[config.mk]
export PLATFORM = sky130hd
export DESIGN_NAME = mft_device_flat
export DESIGN_NICKNAME = d
export VERILOG_FILES = /design/src/core/mft_pkg.sv /design/src/core/mft_link_if.sv /design/src/core/mft_device.sv /design/src/flat_wrapper.sv
export VERILOG_INCLUDE_DIRS = /design/src /design/src/core
export SDC_FILE = /design/constraint.sdc
export NUM_CORES = 1
export LEC_CHECK = 0
export ABC_AREA = 1
export CAP_MARGIN = 0
export CORE_MARGIN = 10
export CORE_UTILIZATION = 28
export CTS_CLUSTER_SIZE = 8
export DETAILED_ROUTE_END_ITERATION = 6
export DONT_BUFFER_PORTS = 1
export GPL_ROUTABILITY_DRIVEN = 1
export GPL_TIMING_DRIVEN = 0
export PLACE_DENSITY_LB_ADDON = 0.05
export SYNTH_ARGS = -nofsm -noshare
export SYNTH_HDL_FRONTEND = slang
export SYNTH_SLANG_ARGS = --single-unit
export TNS_END_PERCENT = 5
[constraint.sdc]
create_clock -name clk -period 7.1 [get_ports clk]
set_input_delay 0.355 -clock clk [delete_from_list [all_inputs] [get_ports clk]]
set_output_delay 0.355 -clock clk [all_outputs]
set_load 0.005 [all_outputs]
[src/core/mft_params.svh]
// Purpose: constants of the frame transfer config link and registers
// Assumes: included by its bare name
// Notes: definitions only
`ifndef MFT_PARAMS_SVH
`define MFT_PARAMS_SVH
// device register addresses and filter address high bits (7-bit link address space)
`define MFT_CFG_ADDR 7'h04
`define MFT_CAP_ADDR 7'h02
`define MFT_CFG2_ADDR 7'h06
`define MFT_FILT_HI 3'h5
// config field positions
`define MFT_SYNC 15
`define MFT_TXCT 9
`define MFT_RXCT 8
`define MFT_TSE 7
`define MFT_TSS 6
`define MFT_PROT 5
`define MFT_CHUNK_SEQ_RETRY_EN 4
`define MFT_FWD 2
// chunk payload selector codes
`define MFT_CPS_RST 3'h6
`define MFT_CPS_MIN 3'h3
`define MFT_CPS_MAX 3'h6
// frame lengths in link bits
`define MFT_CMD_BITS 7'h08
`define MFT_LEN_PLAIN 7'h28
`define MFT_LEN_CRC 7'h30
`define MFT_LEN_COMP 7'h48
// link clock: clk period and half period of the host divider
`define MFT_CLK_NS 4
`define MFT_SCLK_HALF_NS 40
`define MFT_SCLK_HALF (`MFT_SCLK_HALF_NS / `MFT_CLK_NS)
// crc8 polynomial
`define MFT_CRC_POLY 8'h07
// host avalon byte offsets
`define MFT_AV_CMD 5'h00
`define MFT_AV_WDATA 5'h04
`define MFT_AV_RDATA 5'h08
`define MFT_AV_STATUS 5'h0c
`define MFT_AV_MODE 5'h10
`endif

[src/core/mft_pkg.sv]
// Purpose: types and frame helpers shared by both link ends
// Assumes: mft_params.svh for constants
// Notes: frames travel msb first
`default_nettype none
`include "mft_params.svh"
package mft_pkg;
  typedef logic [31:0] mft_word_type;
  typedef logic [63:0] mft_frame_type;
  typedef enum logic [1:0] {MFT_H_IDLE, MFT_H_LOW, MFT_H_HIGH, MFT_H_TAIL} mft_hstate_type;

  // serial crc8 over one word
  function automatic logic [7:0] mft_crc8(input mft_word_type d);
    logic [7:0] c;
    logic fb;
    c = 8'h00;
    for (int i = 31; i >= 0; i--)
    begin
      fb = c[7] ^ d[i];
      c = {c[6:0], 1'b0};
      if (fb)
        c = c ^ `MFT_CRC_POLY;
    end
    return c;
  endfunction

  // total link bits of one frame
  function automatic logic [6:0] mft_frame_len(input logic prot, input logic gen);
    if (!prot)
      return `MFT_LEN_PLAIN;
    else if (gen)
      return `MFT_LEN_CRC;
    return `MFT_LEN_COMP;
  endfunction

  // data word plus protection, left aligned
  function automatic mft_frame_type mft_pack(input mft_word_type d, input logic prot,
                                             input logic gen);
    if (!prot)
      return {d, 32'h0};
    else if (gen)
      return {d, mft_crc8(d), 24'h0};
    return {d, ~d};
  endfunction

  // data word out of the received bits, right aligned
  function automatic mft_word_type mft_unpack(input mft_frame_type s, input logic prot,
                                              input logic gen);
    if (!prot)
      return s[31:0];
    else if (gen)
      return s[39:8];
    return s[63:32];
  endfunction

  // protection check of the received bits
  function automatic logic mft_check(input mft_frame_type s, input logic prot,
                                     input logic gen);
    if (!prot)
      return 1'b1;
    else if (gen)
      return s[7:0] == mft_crc8(s[39:8]);
    return s[31:0] == ~s[63:32];
  endfunction
endpackage
`default_nettype wire

[src/core/mft_link_if.sv]
// Purpose: serial control link between host and device
// Assumes: host makes sclk, cs_n active low
// Notes: no clocking block; each end syncs what it receives
`timescale 1ns/1ps
`default_nettype none
interface mft_link_if;
  logic sclk; // link clock from host
  logic cs_n; // frame select, active low
  logic mosi; // host to device
  logic miso; // device to host
  modport dev (input sclk, input cs_n, input mosi, output miso);
  modport host (output sclk, output cs_n, output mosi, input miso);
endinterface
`default_nettype wire

[src/core/mft_device.sv]
// Purpose: device end, frame transfer configuration register bank
// Assumes: link pins are asynchronous; straps are pins
// Notes: frame = 8 cmd bits {write, addr[6:0]}, 32 data bits, protection
//
// Summary of operation
// tx cut-through launches frames before full buffering
// host feeds transmit data above 10 Mbps
// rx cut-through delivers before frame completes
// host enables rx cut-through before reception
// host keeps rx cut-through zero in generic
// timestamp enable gates both directions
// size select picks 32 or 64 bit
// chunk protocol protection sends word complements
// generic protocol protection appends crc8
// protection bit read-only, from power-up strap
// sequence retry unsupported, flag ignored
// payload selector gives 2^n bytes, 8..64
// host sets payload size before traffic
// host never changes size mid frame
// payload size frozen once synced
// capability register reports minimum chunk size
// sync bit sets by writing one only
// host avoids unlisted payload selector codes
`timescale 1ns/1ps
`default_nettype none
`include "mft_params.svh"
module mft_device (
  // system
  input wire logic clk,
  input wire logic reset_n,
  input wire logic ce,
  // link
  mft_link_if.dev link,
  // straps
  input wire logic ctrl_protect_strap,
  input wire logic spi_generic_strap,
  // datapath status
  input wire logic tx_bytes_ready,
  input wire logic tx_frame_whole,
  input wire logic rx_bytes_ready,
  input wire logic rx_frame_whole,
  // configuration out
  output logic tx_cut_through_en,
  output logic rx_cut_through_en,
  output logic timestamp_en,
  output logic timestamp_64,
  output logic ctrl_protect_en,
  output logic spi_generic,
  output logic config_synced,
  output logic [6:0] chunk_payload_bytes,
  // datapath control out
  output logic tx_launch,
  output logic rx_deliver,
  output logic link_error
);
  import mft_pkg::*;

  // synchroniser stages; stage one feeds only stage two
  logic sclk_s1, sclk_s2, sclk_s3, cs_s1, cs_s2, mosi_s1, mosi_s2; // link pins
  logic prot_s1, prot_s2, gen_s1, gen_s2; // strap pins
  logic [1:0] strap_wait; // settle time before straps are taken
  logic strap_taken; // straps caught once
  // frame state
  logic [6:0] cnt; // bits taken in this frame
  logic [7:0] cmd; // write flag and address
  mft_frame_type sh; // data and protection bits
  mft_frame_type out_sh; // read answer, msb first
  logic miso; // registered link output
  // stored configuration
  logic timestamp_size_sel; // 0: 32 bit, 1: 64 bit
  logic chunk_seq_retry_en; // stored, no effect
  logic [2:0] chunk_payload_sel; // n of 2^n bytes
  // combinational helpers
  logic sclk_rise, sclk_fall;
  logic [7:0] next_cmd;
  mft_frame_type next_sh;
  logic [6:0] frame_len;
  logic bit_take, frame_end, wr_ok, wr_cfg;
  mft_word_type wr_data, rd_word, cfg_word;

  assign link.miso = miso;

  // link and strap pins: two flops before use, third sclk flop for edge detection
  always_ff @(posedge clk or negedge reset_n)
  begin
    if (!reset_n)
    begin
      sclk_s1 <= 1'b0;
      sclk_s2 <= 1'b0;
      sclk_s3 <= 1'b0;
      cs_s1 <= 1'b1;
      cs_s2 <= 1'b1;
      mosi_s1 <= 1'b0;
      mosi_s2 <= 1'b0;
      prot_s1 <= 1'b0;
      prot_s2 <= 1'b0;
      gen_s1 <= 1'b0;
      gen_s2 <= 1'b0;
    end
    else if (ce)
    begin
      sclk_s1 <= link.sclk;
      sclk_s2 <= sclk_s1;
      sclk_s3 <= sclk_s2;
      cs_s1 <= link.cs_n;
      cs_s2 <= cs_s1;
      mosi_s1 <= link.mosi;
      mosi_s2 <= mosi_s1;
      prot_s1 <= ctrl_protect_strap;
      prot_s2 <= prot_s1;
      gen_s1 <= spi_generic_strap;
      gen_s2 <= gen_s1;
    end
  end

  // straps caught once after release; reset itself takes only constants
  always_ff @(posedge clk or negedge reset_n)
  begin
    if (!reset_n)
    begin
      strap_wait <= 2'h0;
      strap_taken <= 1'b0;
      ctrl_protect_en <= 1'b0;
      spi_generic <= 1'b0;
    end
    else if (ce)
    begin
      if (strap_wait != 2'h3)
        strap_wait <= strap_wait + 2'h1;
      else if (!strap_taken)
      begin
        strap_taken <= 1'b1;
        ctrl_protect_en <= prot_s2;
        spi_generic <= gen_s2;
      end
    end
  end

  // edge and frame decode
  always_comb
  begin
    sclk_rise = sclk_s2 & ~sclk_s3;
    sclk_fall = ~sclk_s2 & sclk_s3;
    next_cmd = {cmd[6:0], mosi_s2};
    next_sh = {sh[62:0], mosi_s2};
    frame_len = mft_frame_len(ctrl_protect_en, spi_generic);
    bit_take = sclk_rise & ~cs_s2 & (cnt < frame_len);
    frame_end = bit_take & (cnt == frame_len - 7'h01);
    // complement under chunk protocol, crc8 under generic
    wr_ok = mft_check(next_sh, ctrl_protect_en, spi_generic);
    wr_data = mft_unpack(next_sh, ctrl_protect_en, spi_generic);
    wr_cfg = frame_end & cmd[7] & wr_ok & (cmd[6:0] == `MFT_CFG_ADDR);
  end

  // read view; bits outside this bank read as zero
  always_comb
  begin
    cfg_word = 32'h0;
    cfg_word[`MFT_SYNC] = config_synced;
    cfg_word[`MFT_TXCT] = tx_cut_through_en;
    cfg_word[`MFT_RXCT] = rx_cut_through_en;
    cfg_word[`MFT_TSE] = timestamp_en;
    cfg_word[`MFT_TSS] = timestamp_size_sel;
    cfg_word[`MFT_PROT] = ctrl_protect_en;
    cfg_word[`MFT_CHUNK_SEQ_RETRY_EN] = chunk_seq_retry_en;
    cfg_word[2:0] = chunk_payload_sel;
    case (next_cmd[6:0])
      `MFT_CFG_ADDR: rd_word = cfg_word;
      // minimum size code; bit 3 zero: no sequence retry
      `MFT_CAP_ADDR: rd_word = {29'h0, `MFT_CPS_MIN};
      default: rd_word = 32'h0;
    endcase
  end

  // receive bits; aborted frames are dropped when cs_n rises
  always_ff @(posedge clk or negedge reset_n)
  begin
    if (!reset_n)
    begin
      cnt <= 7'h00;
      cmd <= 8'h00;
      sh <= 64'h0;
    end
    else if (ce)
    begin
      if (cs_s2)
        cnt <= 7'h00;
      else if (bit_take)
      begin
        cnt <= cnt + 7'h01;
        if (cnt < `MFT_CMD_BITS)
          cmd <= next_cmd;
        else
          sh <= next_sh;
      end
    end
  end

  // read answer loaded at the last command bit, shifted on falling edges
  always_ff @(posedge clk or negedge reset_n)
  begin
    if (!reset_n)
    begin
      out_sh <= 64'h0;
      miso <= 1'b0;
    end
    else if (ce)
    begin
      if (cs_s2)
        miso <= 1'b0;
      else if (bit_take & (cnt == `MFT_CMD_BITS - 7'h01) & ~next_cmd[7])
        out_sh <= mft_pack(rd_word, ctrl_protect_en, spi_generic);
      else if (sclk_fall & (cnt >= `MFT_CMD_BITS))
      begin
        miso <= out_sh[63];
        out_sh <= {out_sh[62:0], 1'b0};
      end
    end
  end

  // writable configuration bits, sync flag and payload selector
  always_ff @(posedge clk or negedge reset_n)
  begin
    if (!reset_n)
    begin
      tx_cut_through_en <= 1'b0;
      rx_cut_through_en <= 1'b0;
      timestamp_en <= 1'b0;
      timestamp_size_sel <= 1'b0;
      chunk_seq_retry_en <= 1'b0;
      config_synced <= 1'b0;
      chunk_payload_sel <= `MFT_CPS_RST;
    end
    else if (ce && wr_cfg)
    begin
      tx_cut_through_en <= wr_data[`MFT_TXCT];
      rx_cut_through_en <= wr_data[`MFT_RXCT];
      timestamp_en <= wr_data[`MFT_TSE];
      timestamp_size_sel <= wr_data[`MFT_TSS];
      // stored for readback only; the header sequence flag is never looked at
      chunk_seq_retry_en <= wr_data[`MFT_CHUNK_SEQ_RETRY_EN];
      // sync only ever sets; selector frozen once synced, unlisted codes kept
      config_synced <= config_synced | wr_data[`MFT_SYNC];
      if (!config_synced && wr_data[2:0] inside {[`MFT_CPS_MIN:`MFT_CPS_MAX]})
        chunk_payload_sel <= wr_data[2:0];
    end
  end

  // derived controls for the datapath; bad protection drops the write, pulses error
  always_ff @(posedge clk or negedge reset_n)
  begin
    if (!reset_n)
    begin
      chunk_payload_bytes <= 7'h40;
      timestamp_64 <= 1'b0;
      tx_launch <= 1'b0;
      rx_deliver <= 1'b0;
      link_error <= 1'b0;
    end
    else if (ce)
    begin
      chunk_payload_bytes <= 7'h01 << chunk_payload_sel;
      // size matters only while stamping is on, for rx and tx alike
      timestamp_64 <= timestamp_en & timestamp_size_sel;
      // cut-through starts on the first bytes, else waits for the whole frame
      tx_launch <= tx_cut_through_en ? tx_bytes_ready : tx_frame_whole;
      rx_deliver <= rx_cut_through_en ? rx_bytes_ready : rx_frame_whole;
      link_error <= frame_end & cmd[7] & ~wr_ok;
    end
  end
endmodule // mft_device
`default_nettype wire

[src/flat_wrapper.sv]
// flat-port wrapper written by rule: the top's interface ports become plain ports
module mft_device_flat import mft_pkg::*;
  (clk, reset_n, ce, ctrl_protect_strap, spi_generic_strap, tx_bytes_ready, tx_frame_whole, rx_bytes_ready, rx_frame_whole, tx_cut_through_en, rx_cut_through_en, timestamp_en, timestamp_64, ctrl_protect_en, spi_generic, config_synced, chunk_payload_bytes, tx_launch, rx_deliver, link_error, link_sclk, link_cs_n, link_mosi, link_miso);
  mft_link_if link_i ();
  input wire logic clk;
  input wire logic reset_n;
  input wire logic ce;
  input wire logic ctrl_protect_strap;
  input wire logic spi_generic_strap;
  input wire logic tx_bytes_ready;
  input wire logic tx_frame_whole;
  input wire logic rx_bytes_ready;
  input wire logic rx_frame_whole;
  output logic tx_cut_through_en;
  output logic rx_cut_through_en;
  output logic timestamp_en;
  output logic timestamp_64;
  output logic ctrl_protect_en;
  output logic spi_generic;
  output logic config_synced;
  output logic [6:0] chunk_payload_bytes;
  output logic tx_launch;
  output logic rx_deliver;
  output logic link_error;
  input wire logic [$bits(link_i.sclk)-1:0] link_sclk;
  input wire logic [$bits(link_i.cs_n)-1:0] link_cs_n;
  input wire logic [$bits(link_i.mosi)-1:0] link_mosi;
  output wire logic [$bits(link_i.miso)-1:0] link_miso;
  assign link_i.sclk = link_sclk;
  assign link_i.cs_n = link_cs_n;
  assign link_i.mosi = link_mosi;
  assign link_miso = link_i.miso;
  mft_device u_core (.clk(clk), .reset_n(reset_n), .ce(ce), .link(link_i), .ctrl_protect_strap(ctrl_protect_strap), .spi_generic_strap(spi_generic_strap), .tx_bytes_ready(tx_bytes_ready), .tx_frame_whole(tx_frame_whole), .rx_bytes_ready(rx_bytes_ready), .rx_frame_whole(rx_frame_whole), .tx_cut_through_en(tx_cut_through_en), .rx_cut_through_en(rx_cut_through_en), .timestamp_en(timestamp_en), .timestamp_64(timestamp_64), .ctrl_protect_en(ctrl_protect_en), .spi_generic(spi_generic), .config_synced(config_synced), .chunk_payload_bytes(chunk_payload_bytes), .tx_launch(tx_launch), .rx_deliver(rx_deliver), .link_error(link_error));
endmodule
== Word level (Yosys, flattened, before mapping) ==
Index checks and enable logic that the tools add are counted.

* Add/sub/neg operators: 3
* Magnitude comparators: 5
* Equality and inequality tests: 9
* Shift operators: 1
* Multiplexer cells: 310
* Bitwise gates (word level): 148
* Reductions and logical operators: 16

{| class="wikitable"
|+ Operator list
! operator !! number
|-
| 8-bit 2-to-1 mux || 219
|-
| 64-bit 2-to-1 mux || 5
|-
| 3-bit 2-to-1 mux || 64
|-
| 3-bit NOT || 62
|-
| 16-bit 2-to-1 mux || 3
|-
| 1-bit bitwise XOR || 47
|-
| 7-bit 2-to-1 mux || 5
|-
| 32-bit == test || 1
|-
| 16-bit NOT with 32-bit output || 1
|-
| 32-bit NOT || 1
|-
| 16-bit case mux with 2 select lines || 1
|-
| 7-bit by 3-bit == test with 1-bit output (second input constant) || 3
|-
| 1-bit bitwise XOR (second input constant) || 15
|-
| 1-bit bitwise AND || 13
|-
| 1-bit 2-to-1 mux || 13
|-
| 3-bit AND reduction || 3
|-
| 8-bit == test || 1
|-
| 1-bit NOT || 8
|-
| 2-bit AND reduction || 4
|-
| 4-bit AND reduction || 2
|-
| 7-bit by 1-bit adder with 7-bit output (second input constant) || 1
|-
| 7-bit by 2-bit == test with 1-bit output (second input constant) || 1
|-
| 7-bit == test || 1
|-
| 7-bit by 4-bit >= comparator with 1-bit output (second input constant) || 1
|-
| 13 further kinds || 17
|}

* Bits in registers: 179
* Bits of input ports: 12
* Logic and storage cells: 524

== Depth between registers and ports, before layout ==
Gate-level depths: netlist of the first run.

* Word-level depth: 226
* Gate-level depth with buffers: 33
* Gate-level depth less buffers: 31

== Least setup slack after synthesis of the first run ==
Ideal clock, no wire load.

* Path kind: register -> register
* Start: register u_core.spi_generic
* End: register u_core.out_sh[13]
* Library setup time: 0.137 ns
* Arrival time: 3.038 ns
* Data required time: 6.963 ns
* Slack: 3.925 ns
* Stages on the path, launching flop included: 14
* Path buffers: 2
* Period minus slack after synthesis: 3.175 ns
* Cells stage by stage: dfrtp_1 > clkbuf_1 > nor2_1 > inv_1 > ha_1 > a21oi_1 > nand3_1 > nor2_1 > nor2_1 > nor3_1 > clkinv_1 > nor2_1 > clkbuf_1 > a21oi_1

* Longest elaborated chain between the ends: 9

{| class="wikitable"
|+ RTL lines
! item !! line !! text
|-
| start: declaration || mft_device.sv:48 || <nowiki>output logic spi_generic,</nowiki>
|-
| start signal: assignment || mft_device.sv:134 || <nowiki>spi_generic <= gen_s2;</nowiki>
|-
| 1-bit 2-to-1 mux * || mft_pkg.sv:30, mft_pkg.sv:40 ||
|-
| 1-bit 2-to-1 mux * || mft_pkg.sv:28, mft_pkg.sv:38 ||
|-
| 7-bit 2-to-1 mux || mft_pkg.sv:32 || <nowiki>return `MFT_LEN_COMP;</nowiki>
|-
| 7-bit < comparator || mft_device.sv:147 || <nowiki>bit_take = sclk_rise & ~cs_s2 & (cnt < frame_len);</nowiki>
|-
| 1-bit bitwise AND || mft_device.sv:147 ||
|-
| 1-bit bitwise AND (2 in series) || mft_device.sv:211 || <nowiki>else if (bit_take & (cnt == `MFT_CMD_BITS - 7'h01) & ~next_cmd[7])</nowiki>
|-
| 2-bit nonzero test (no line) || -- ||
|-
| 3-bit AND reduction (no line) || -- ||
|-
| end signal: assignment || mft_device.sv:212 || <nowiki>out_sh <= mft_pack(rd_word, ctrl_protect_en, spi_generic);</nowiki>
|-
| end signal: assignment || mft_device.sv:216 || <nowiki>out_sh <= {out_sh[62:0], 1'b0};</nowiki>
|-
| end: declaration || mft_device.sv:67 || <nowiki>mft_frame_type out_sh;</nowiki>
|}

Every way passes the cells marked *; elsewhere a longest branch is shown, timed or not. The select of a mux whose other input is x is not followed.
A chain may end at the register's enable or synchronous reset.

== Worst setup path in the final report of the first run ==
* Start: register u_core.spi_generic
* End: register u_core.out_sh[41]

The elaborated chain is that of the path after synthesis.

==> out/qor.yml, run 1 <==
status:
  status: "complete, but fails checks"
  violations: "negative hold slack"
final_layout:
  diodes: 0
  utilization: 0.322
  layout_common_cells: "nand2_1 (445), dfrtp_1 (174), inv_1 (141), o21ai_0 (114), nand3_1 (80)"
  final_common_cell: "nand2_1"
  drive_above_1_share: 0.0768
  nNetsFinal: 1347
  area_growth_syn_to_layout_pct: 12.5
  layout.cells.non_filler: 1789
detailed_routing:
  drc: 0
  drt_iter0_markers: 479
  first_pass_iters: 5
  wl_per_cell_microns: 16.5
  drt-total-wl_mm: 29.6
  postRouteAntennaNets: 0
  vias: 8282
  avgViaCountPerCell: 4.63
synth:
  yosysSeqAreaShare: 0.464
  yosys_warnings: 0
  yosysTopAreaCell: "dfrtp_1"
  synth_area_leaders: "dfrtp_1 (45%), nand2_1 (17%), o21ai_0 (5.9%)"
  yosysTopAreaCellShare: 0.450
  synthCells: 1307
  ys_types: 43
  synth_area_per_cell_sq_um: 7.40
  synth_flop_cell: "dfrtp_1"
  synth_edf_count: 0
  async_flop_share: 1.00
  synth_area_sq_um: 9670
  synthesis.nets: 1326
  ys_ff_latch: 179
die:
  die_y_microns: 206
  dieArea_sq_um: 42400
  io_pins: 30
  fp-row-count: 67
  start_util: 0.286
  core_sq_um: 33800
  die_width_microns: 206
hold_path:
  hp-class: "input port to asynchronous set/reset pin"
critical_path:
  endpoint_kind: "flop"
  cp.required_ns: 7.46
  path_max_fanout: 10
  cp-start-kind: "flop"
  cp.arrival_ns: 5.34
  critPathKind: "flop to flop"
power:
  p_leak_nw: 5.18
  clkPwrFrac: 0.191
  p_sw_mw: 2.51
  combinationalPowerShare: 0.520
  swShare: 0.471
  peakVddDrop_mv: 0.254
  total_power_mw: 5.32
  cell_internal_pwr_mw: 2.82
  seqPwrFrac: 0.290
  p_per_area_nw_per_um2: 489
timing:
  timing.fmax_mhz: 201
  finalSetupViolations: 0
  hold_viol_final: 31
  fin_crit_sh: 0.702
  period_needed_ns: 4.98
  maxSlewHeadroom: 0.312
  maxSlewViolCount: 0
  rsz0062_at_grt: "false"
  worst_pin_slew_ns: 1.03
  holdWs_ns: -0.0444
  fin_skew_ns: 0.0106
  tns_ns: 0
global_route:
  grt.overflow.total: 0
  track_usage: 0.144
  grt_antenna_before_repair: 0
  grt_max_degree: 180
  grt_first_pass_wirelength_mm: 48.0
  grt_pass1_vias: 8538
clock_network:
  cts_tree: "built"
  cts_hold_buf: 2
  postCtsSetupBuffers: 0
  cts.sinks: 179
  cts-buffers-inserted: 17
  cts_buffer_depth: 2
  clk_latency_ns: 0.44
  clkTransAtPathRegs_ns: 0.08
  htreeDepth: 4
  cts_root_buffer: "clkbuf_16"
  cts_resized: 0
job:
  drv_cap: 0
placed_design:
  port_buffers: 0
  dp.final_hpwl_mm: 21.8
  dp_cells: 1755
  place_congestion: 0.803
[registers in the layout (all words and copies together), names as in the netlist, 2 cells and up]
name                        count
u_core.cmd                      8
u_core.out_sh                  64
u_core.chunk_payload_bytes      7
u_core.chunk_payload_sel        3
u_core.sh                      63
u_core.cnt                      7
u_core.strap_wait               2
[cell usage after synthesis (5+ instances only)]
cell type / n
o21ai_0: 114
nand3_1: 80
nor2_1: 68
a21oi_1: 48
o22ai_1: 7
nand3_2: 6
o21ai_1: 6
a31oi_1: 8
nor3_1: 6
o221ai_1: 5
o211ai_1: 5
clkbuf_1: 35
dfrtp_1: 174
dfstp_2: 5
nor4_1: 5
nand2_1: 445
inv_1: 141
o31ai_1: 15
buf_1: 7
ha_1: 7
inv_2: 12
xor2_1: 15
nand4_1: 24
xnor2_1: 8
nand2_2: 33
[power by group through the flow]
| stage | clock network, mW | registers (mW) | logic, mW |
|---|---|---|---|
| after floorplan | 0 | 1.48 | 2.22 |
| after CTS | 1.06 | 1.54 | 2.79 |
| after global placement | 0 | 1.57 | 2.75 |
| final | 1.02 | 1.54 | 2.77 |
| after global routing | 1.09 | 1.58 | 3.25 |
| after detailed placement | 0 | 1.56 | 2.76 |
[worst paths after layout]
path,start,endpoint,slack [ns],cells past startpoint
hold reg to reg,u_core.strap_taken,u_core.strap_taken,0.45,2
setup reg to reg,u_core.spi_generic,u_core.out_sh[41],2.12,13
setup / recovery,u_core.spi_generic,u_core.out_sh[41],2.12,13
min in group clk,ctrl_protect_strap,u_core.prot_s1,0.03,2
max in group asynchronous,reset_n,u_core.out_sh[29],6.42,1
hold / removal,reset_n,u_core.out_sh[52],-0.04,1
[per-stage QoR]
stage	setup WS (ns)	cell area (sq um)
6_report	2.12	10900
2_1_floorplan	3.93	9670
4_1_cts	1.92	10900
3_5_place_dp	1.90	10200
5_1_grt	1.47	10900
3_3_place_gp	1.87	10200
[area by class of cell]
cell class              count  area (sq um)
repair buffers              2          37.5
fillers                  3645         22900
well taps                 448           561
inverters                 157           592
flip-flops and latches    179          4490
clock buffers              20           437
multi-input cells         923          4380
clock inverters            12           170
plain buffers              48           209
[logic make-up after synthesis]
family                   synth area share
AND/OR/NAND/NOR                     0.299
AO/OA/AOI/OAI                       0.120
buffers and inverters              0.0828
flip-flops                          0.464
XOR/XNOR                           0.0225
adder cells (fa/ha/maj)           0.00906
multiplexers                      0.00233
[critical path: stages (launching register included)]
cell and delay (ns):
dfrtp_1 0.41, clkbuf_1 0.23, nor2_1 0.71, inv_1 0.47, ha_1 0.43, a21oi_1 0.12, nand3_1 0.13, nor2_1 0.67
nor2_1 0.07, nor3_1 0.32, clkbuf_1 0.43, clkbuf_1 0.49, o211ai_1 0.25, o21ai_0 0.14
[layer usage]
layer	up-vias	global-route usage	share of wire	wire length [microns]
met2	56	0.259	0.51	15100
met1	3979	0.177	0.46	13500
met5	-	0	0	0
met4	0	0.0370	0.015	433
met3	19	0.0209	0.016	483
li1	4228	-	-	-
Note: power is estimated with default switching activity, not from simulation.
==> run 2, diff against run 1 <==
- ABC_AREA: 1 -> 0
- clock period: 7.1 -> 4.44 ns (I/O delays scaled with it)
==> run 2 against run 1 <==
  * The flow now finishes without violations
  * Non-clock buffer count up 27
  * First-iteration DRC count fell by 41%
  * Clock power is 55% higher
  * Synthesized cell count is 33% lower
  * Clock-buffer cell count is 1 higher
  * Power down 27%
  * Die area shrank 2.2%
  * Worst hold slack improved by 0.35 ns
  * Via count down 24%
  * Sequential cell count stayed put
  * Register-to-register slack got worse by 1.7 ns
  * Cell count shrank 24%
==> out/qor.yml, run 2 <==
critical_path:
  cp.required_ns: 4.76  # -2.70 ns
  path_max_fanout: 10  # unchanged
  cp-start-kind: "flop"
  cp.arrival_ns: 4.39  # -0.95 ns
  critPathKind: "flop to flop"
  endpoint_kind: "flop"
hold_path:
  hp-class: "input port to flop"
synth:
  synthesis.nets: 897  # -32%
  yosys_warnings: 0  # unchanged
  yosysTopAreaCellShare: 0.461  # +0.0110
  ys_ff_latch: 179  # unchanged
  ys_types: 59  # +37%
  yosysTopAreaCell: "dfrtp_1"
  ys_top_cells_by_count: "dfrtp_1 (174), nand2_1 (108), xnor2_1 (98), mux2_2 (87), clkbuf_1 (54)"
  synthCells: 878  # -33%
  async_flop_share: 1.00  # unchanged
  synth_area_per_cell_sq_um: 10.7  # +45%
  yosysSeqAreaShare: 0.475  # +0.0113
  post-synth-top-count-cell: "dfrtp_1"
  synth_area_leaders: "dfrtp_1 (46%), mux2_2 (10%), xnor2_1 (9.1%)"
  synth_flop_cell: "dfrtp_1"
  synth_area_sq_um: 9440  # -2.4%
  synth_edf_count: 0  # unchanged
final_layout:
  largest_reg_flops: 64  # unchanged
  final_common_cell: "dfrtp_1"
  drive_above_1_share: 0.167  # +0.0906
  area_growth_syn_to_layout_pct: 13.6
  top_regs: "u_core.out_sh (64), u_core.sh (63), u_core.cmd (8)"
  nNetsFinal: 927  # -31%
  diodes: 0  # unchanged
  fin_area_sq_um: 10700  # -1.4%
  fill_cells: 3509  # -3.7%
  regMostFlops: "u_core.out_sh"
  layout_common_cells: "dfrtp_1 (174), nand2_1 (108), xnor2_1 (98), mux2_2 (87), clkbuf_1 (56)"
detailed_routing:
  first_pass_iters: 4  # -1
  avgViaCountPerCell: 4.58  # -1.1%
  drt_iter0_markers: 281  # -41%
  postRouteAntennaNets: 0  # unchanged
  drc: 0  # unchanged
  wl_per_cell_microns: 18.4  # +11%
  vias: 6265  # -24%
  drt-total-wl_mm: 25.1  # -15%
timing:
  maxSlewHeadroom: 0.353  # +0.0402
  hold_viol_final: 0  # -100%
  rsz0062_at_grt: "false"
  period_needed_ns: 4.07  # -0.911 ns
  maxSlewViolCount: 0  # unchanged
  setup_ws_ns: 0.369  # -1.75 ns
  tns_ns: 0  # unchanged
  timing.fmax_mhz: 246  # +22%
  finalSetupViolations: 0  # unchanged
  worst_pin_slew_ns: 0.971  # -0.0565 ns
  holdWs_ns: 0.307  # +0.352 ns
  fin_crit_sh: 0.917  # +0.215
  fin_skew_ns: 0.0129  # +0.00233 ns
global_route:
  grt_max_degree: 180  # unchanged
  grt_pass1_vias: 6579  # -23%
  grt_first_pass_wirelength_mm: 40.0  # -17%
  grt.overflow.total: 0  # unchanged
  track_usage: 0.125  # -0.0189
  grt_antenna_before_repair: 0  # unchanged
power:
  p_per_area_nw_per_um2: 364  # -26%
  total_power_mw: 3.90  # -27%
  peakVddDrop_mv: 0.271  # +6.7%
  p_leak_nw: 4.68  # -9.7%
die:
  io_pins: 30  # unchanged
  core_sq_um: 33400  # -1.2%
  die_y_microns: 204  # -1.1%
  dieArea_sq_um: 41500  # -2.2%
  start_util: 0.283  # -0.00330
  fp-row-count: 67  # unchanged
  die_width_microns: 204  # -1.1%
clock_network:
  cts_buffer_depth: 2  # unchanged
  htreeDepth: 4  # unchanged
  clk_latency_ns: 0.44  # about the same
  cts-buffers-inserted: 17  # unchanged
  cts_root_buffer: "clkbuf_16"
  cts.sinks: 179  # unchanged
  cts_resized: 0  # unchanged
  postCtsSetupBuffers: 0  # unchanged
  clkTransAtPathRegs_ns: 0.07  # about the same
  cts_tree: "built"
status:
  status: "completed"
placed_design:
  pre_cts_ws_ns: 0.326  # -1.57 ns
  dpl_cell_area_sq_um: 10000  # -2.3%
  dp.final_hpwl_mm: 17.6  # -19%
  port_buffers: 0  # unchanged
  place_congestion: 0.738  # -8.1%
job:
  drv_cap: 0  # unchanged
[run 2: cell types whose count changed in the layout (fill, tap and decap cells not counted), sizes merged, moves of 11 or more]
| cell | change |
|---|---|
| xnor3 | +11 |
| nand4 | -19 |
| mux2 | +90 |
| o21ai | -78 |
| nor2 | -26 |
| mux2i | +13 |
| clkbuf | +20 |
| nand3 | -61 |
| xnor2 | +95 |
| inv | -141 |
| nand2 | -373 |
| o31ai | -14 |
| xor2 | +13 |
[run 2: routing by layer]
layer | vias to the layer above | part of all wire | global-route usage
met1 | 3161 | 0.50 | 0.172
met5 | - | 0 | 0
met2 | 54 | 0.47 | 0.198
met3 | 11 | 0.021 | 0.0240
li1 | 3039 | - | -
met4 | 0 | 0.0095 | 0.0354
[run 2: worst max-delay path, stage by stage (launching register included)]
cell and delay (ns):
dfrtp_1 0.39, buf_2 0.31, nand2b_1 0.15, clkbuf_1 0.32
clkbuf_1 0.54, ha_1 0.34, o21ai_0 0.10, and3_1 0.19
clkbuf_1 0.35, nand2_1 0.42, clkbuf_1 0.45, mux2_2 0.39
[run 2: area by class of cell]
class / instances / area (sq um) / area share
clock buffers: 21 / 460 / 0.0430
flip-flops and latches: 179 / 4490 / 0.418
multi-input cells: 616 / 4610 / 0.430
well taps: 448 / 561 / 0.0523
repair buffers: 11 / 128 / 0.0119
clock inverters: 10 / 133 / 0.0124
plain buffers: 66 / 282 / 0.0263
inverters: 17 / 63.8 / 0.00595
[run 2: worst paths after layout]
path                               startpoint                             to  slack, ns  depth (start not counted)
max                        u_core.spi_generic                  u_core.sh[35]       0.37                         11
min                                        ce  u_core.chunk_payload_bytes[0]       0.31                          3
max reg2reg                u_core.spi_generic                  u_core.sh[35]       0.37                         11
min reg2reg                u_core.strap_taken             u_core.strap_taken       0.46                          1
max in group asynchronous             reset_n              u_core.rx_deliver       3.22                          2
min in group asynchronous             reset_n              u_core.out_sh[52]       0.48                          2
[run 2: cells by family after synthesis]
| logic type | share of synthesized area |
|---|---|
| and+or+nand+nor | 0.116 |
| DFF | 0.475 |
| xor gates and xnor gates | 0.159 |
| AOI/OAI and AO/OA | 0.0783 |
| muxes | 0.126 |
| buffers and inverters | 0.0366 |
| adders and majority gates | 0.00928 |
[run 2: report_power, final]
part | internal [mW] | switching, mW
clock | 0.910 | 0.666
combinational | 0.208 | 0.342
sequential | 1.71 | 0.0707
[run 2: timing repair]
action                                 4_1_cts  5_1_grt
endpoints found under the hold margin      186        0
hold buffers                                11        0
setup endpoints to repair                    0        0
[run 2: per-stage QoR]
step                std cells  utilization
finish                   1368        0.321
global route             1368        0.321
CTS                      1368        0.321
detailed placement       1326        0.300
global placement         1326        0.300
floorplan                 878            -
==> run 3, diff against run 2 <==
- ABC_AREA: 0 -> 1
- PLACE_DENSITY_LB_ADDON: 0.05 -> default
==> run 3 against run 2 <==
  * Power is 110% higher
  * Cell count is 31% higher
  * Clock-buffer cell count is 2 lower
  * Routed wire length is 2.6% higher
  * Non-clock buffer count is 18 lower
  * Sequential share of layout area is 0.93 points lower
  * Clock power is 3% lower
  * Core utilization is 0.32 points higher
  * Critical path type unchanged
  * Worst hold slack better by 0.050 ns
==> out/qor.yml, run 3 (synthesis results as in run 1) <==
critical_path:
  slowest_stage: "dfrtp_1"
  reg2reg_from: "u_core.ctrl_protect_en"
  cp_slowest_stage_delay_ns: 0.50  # -0.04 ns
  critPathKind: "flop to flop"
  endpoint_kind: "flop"
  cp.arrival_ns: 4.24  # -0.15 ns
  reg2reg_depth: 12  # +1
  cp.required_ns: 4.73  # -0.03 ns
  worstReg2RegEnd: "u_core.sh[2]"
  reg2reg_slack_ns: 0.50  # +0.13 ns
  path_max_fanout: 10  # unchanged
  cp-start-kind: "flop"
  crit_top_cell: "inv_1"
  crit_chain: "inv_1 -> nor2_4 -> inv_1 -> ha_1 -> a21oi_1 -> nand3_1 -> nor2_1 -> inv_1 -> nor2_2 -> clkbuf_1 -> clkbuf_1 -> o21ai_0"
clock_network:
  cts_buffer_depth: 2  # unchanged
  cts_root_buffer: "clkbuf_16"
  cts-buffers-inserted: 17  # unchanged
  htreeDepth: 4  # unchanged
  cts_tree: "built"
  clk_latency_ns: 0.44  # about the same
  clkTransAtPathRegs_ns: 0.07  # about the same
  cts.sinks: 179  # unchanged
  postCtsSetupBuffers: 0  # unchanged
global_route:
  grtUsageMet1: 0.167  # -0.00510
  grt_use_met3: 0.0266  # +0.00262
  track_usage: 0.125  # -0.000918
  grt_max_degree: 180  # unchanged
  grt.overflow.total: 0  # unchanged
  grt_first_pass_wirelength_mm: 42.9  # +7.3%
  grt_pass1_vias: 8206  # +25%
  grt-busiest-layer: "met2"
  grt_antenna_before_repair: 0  # unchanged
  met2_usage: 0.199  # +0.00162
timing:
  rsz0062_at_grt: "false"
  tns_ns: 0  # unchanged
  finalSetupViolations: 0  # unchanged
  fin_crit_sh: 0.888  # -0.0289
  holdWs_ns: 0.357  # +0.0498 ns
  maxSlewHeadroom: 0.409  # +0.0569
  timing.fmax_mhz: 254  # +3.3%
  maxSlewViolCount: 0  # unchanged
  period_needed_ns: 3.94  # -0.128 ns
  hold_viol_final: 0  # unchanged
  fin_skew_ns: 0.00864  # -0.00425 ns
  worst_pin_slew_ns: 0.886  # -0.0853 ns
final_layout:
  nNetsFinal: 1356  # +46%
  diodes: 0  # unchanged
  layout.cells.non_filler: 1798  # +31%
  drive_above_1_share: 0.0822  # -0.0852
  area_growth_syn_to_layout_pct: 13.4
  fill_cells: 3567  # +1.7%
  largest_reg_flops: 64  # unchanged
  top_regs: "u_core.out_sh (64), u_core.sh (63), u_core.cmd (8)"
  fin_area_sq_um: 11000  # +2.3%
  layout_common_cells: "nand2_1 (445), dfrtp_1 (174), inv_1 (141), o21ai_0 (114), nand3_1 (80)"
  regMostFlops: "u_core.out_sh"
  final_common_cell: "nand2_1"
die:
  fp-row-count: 67  # unchanged
  core_sq_um: 33800  # +1.3%
  die_y_microns: 206  # +1.1%
  die_width_microns: 206  # +1.1%
  io_pins: 30  # unchanged
  start_util: 0.286  # +0.00330
  dieArea_sq_um: 42400  # +2.2%
hold_path:
  hp-class: "input port to flop"
  holdPathEnd: "u_core.link.miso"
  hold_start: "ce"
  hold_depth: 3  # unchanged
detailed_routing:
  drc: 0  # unchanged
  drt-total-wl_mm: 25.8  # +2.6%
  wl_per_cell_microns: 14.3  # -22%
  first_pass_iters: 6  # +2
  vias: 8617  # +38%
  postRouteAntennaNets: 0  # unchanged
  drt_iter0_markers: 667  # +140%
  avgViaCountPerCell: 4.79  # +4.6%
power:
  p_per_area_nw_per_um2: 765  # +110%
  swShare: 0.471  # +0.195
  seqPwrFrac: 0.294  # -0.161
  peakVddDrop_mv: 0.399  # +47%
  combinationalPowerShare: 0.524  # +0.383
  cell_internal_pwr_mw: 4.43  # +57%
  total_power_mw: 8.39  # +110%
  p_sw_mw: 3.95  # +270%
  p_leak_nw: 5.23  # +12%
  clkPwrFrac: 0.182  # -0.222
placed_design:
  dp.final_hpwl_mm: 18.7  # +6.4%
  dpl_cell_area_sq_um: 10200  # +2.3%
  port_buffers: 0  # unchanged
  place_congestion: 0.899  # +22%
  dp_cells: 1755  # +32%
job:
  drv_cap: 0  # unchanged
status:
  status: "completed"
==> run 3: routing by layer <==
layer / share of wire / up-vias
met5: 0.0017 / -
met4: 0.016 / 2
met3: 0.047 / 37
met2: 0.46 / 182
met1: 0.47 / 4135
li1: - / 4261
==> run 3: cell type report <==
cell class	count	area [sq um]	area share
sequential	179	4490	0.409
multi-input combinational	923	4390	0.401
inverter	157	592	0.0540
tap	448	561	0.0511
clock buffer	19	453	0.0413
buffer	48	211	0.0193
clock inverter	13	138	0.0126
timing repair buffer	11	128	0.0116
==> run 3: worst max-delay path, delay by kind of cell, from the launching register on <==
family,cells,cell delay (ns)
AO/OA/AOI/OAI,2,0.30
AND/OR/NAND/NOR,4,1.14
buffers and inverters,5,1.46
flip-flops,1,0.50
adder cells (fa/ha/maj),1,0.38
==> run 3: what timing repair did <==
| action | in CTS | in global routing |
|---|---|---|
| gates cloned | 0 | 0 |
| hold buffers | 11 | 0 |
| hold endpoints to repair | 186 | 0 |
| resized for setup | 1 | 5 |
| setup endpoints to repair | 75 | 89 |
==> run 3: how the worst max path moves through the flow <==
stage / endpoint / slack (ns) / from
2_1_floorplan: u_core.out_sh[13] / 1.27 / u_core.spi_generic
3_3_place_gp: u_core.sh[45] / -0.19 / u_core.ctrl_protect_en
3_5_place_dp: u_core.sh[45] / -0.24 / u_core.spi_generic
4_1_cts: u_core.sh[55] / 0.03 / u_core.spi_generic
5_1_grt: u_core.out_sh[16] / 0.11 / u_core.spi_generic
6_report: u_core.sh[2] / 0.50 / u_core.ctrl_protect_en
==> run 3: stage by stage <==
step | setup slack [ns] | util
3_3_place_gp | -0.189 | 0.303
5_1_grt | 0.105 | 0.324
2_1_floorplan | 1.27 | -
6_report | 0.497 | 0.324
3_5_place_dp | -0.243 | 0.303
4_1_cts | 0.0290 | 0.324
==> run 3: power by group through the flow <==
stage | Clock (mW) | Combinational [mW] | Sequential (mW)
after CTS | 1.57 | 4.38 | 2.46
after floorplan | 0 | 3.56 | 2.37
after global placement | 0 | 4.22 | 2.47
after detailed placement | 0 | 4.32 | 2.48
final | 1.53 | 4.40 | 2.46
after global routing | 1.64 | 5.10 | 2.52
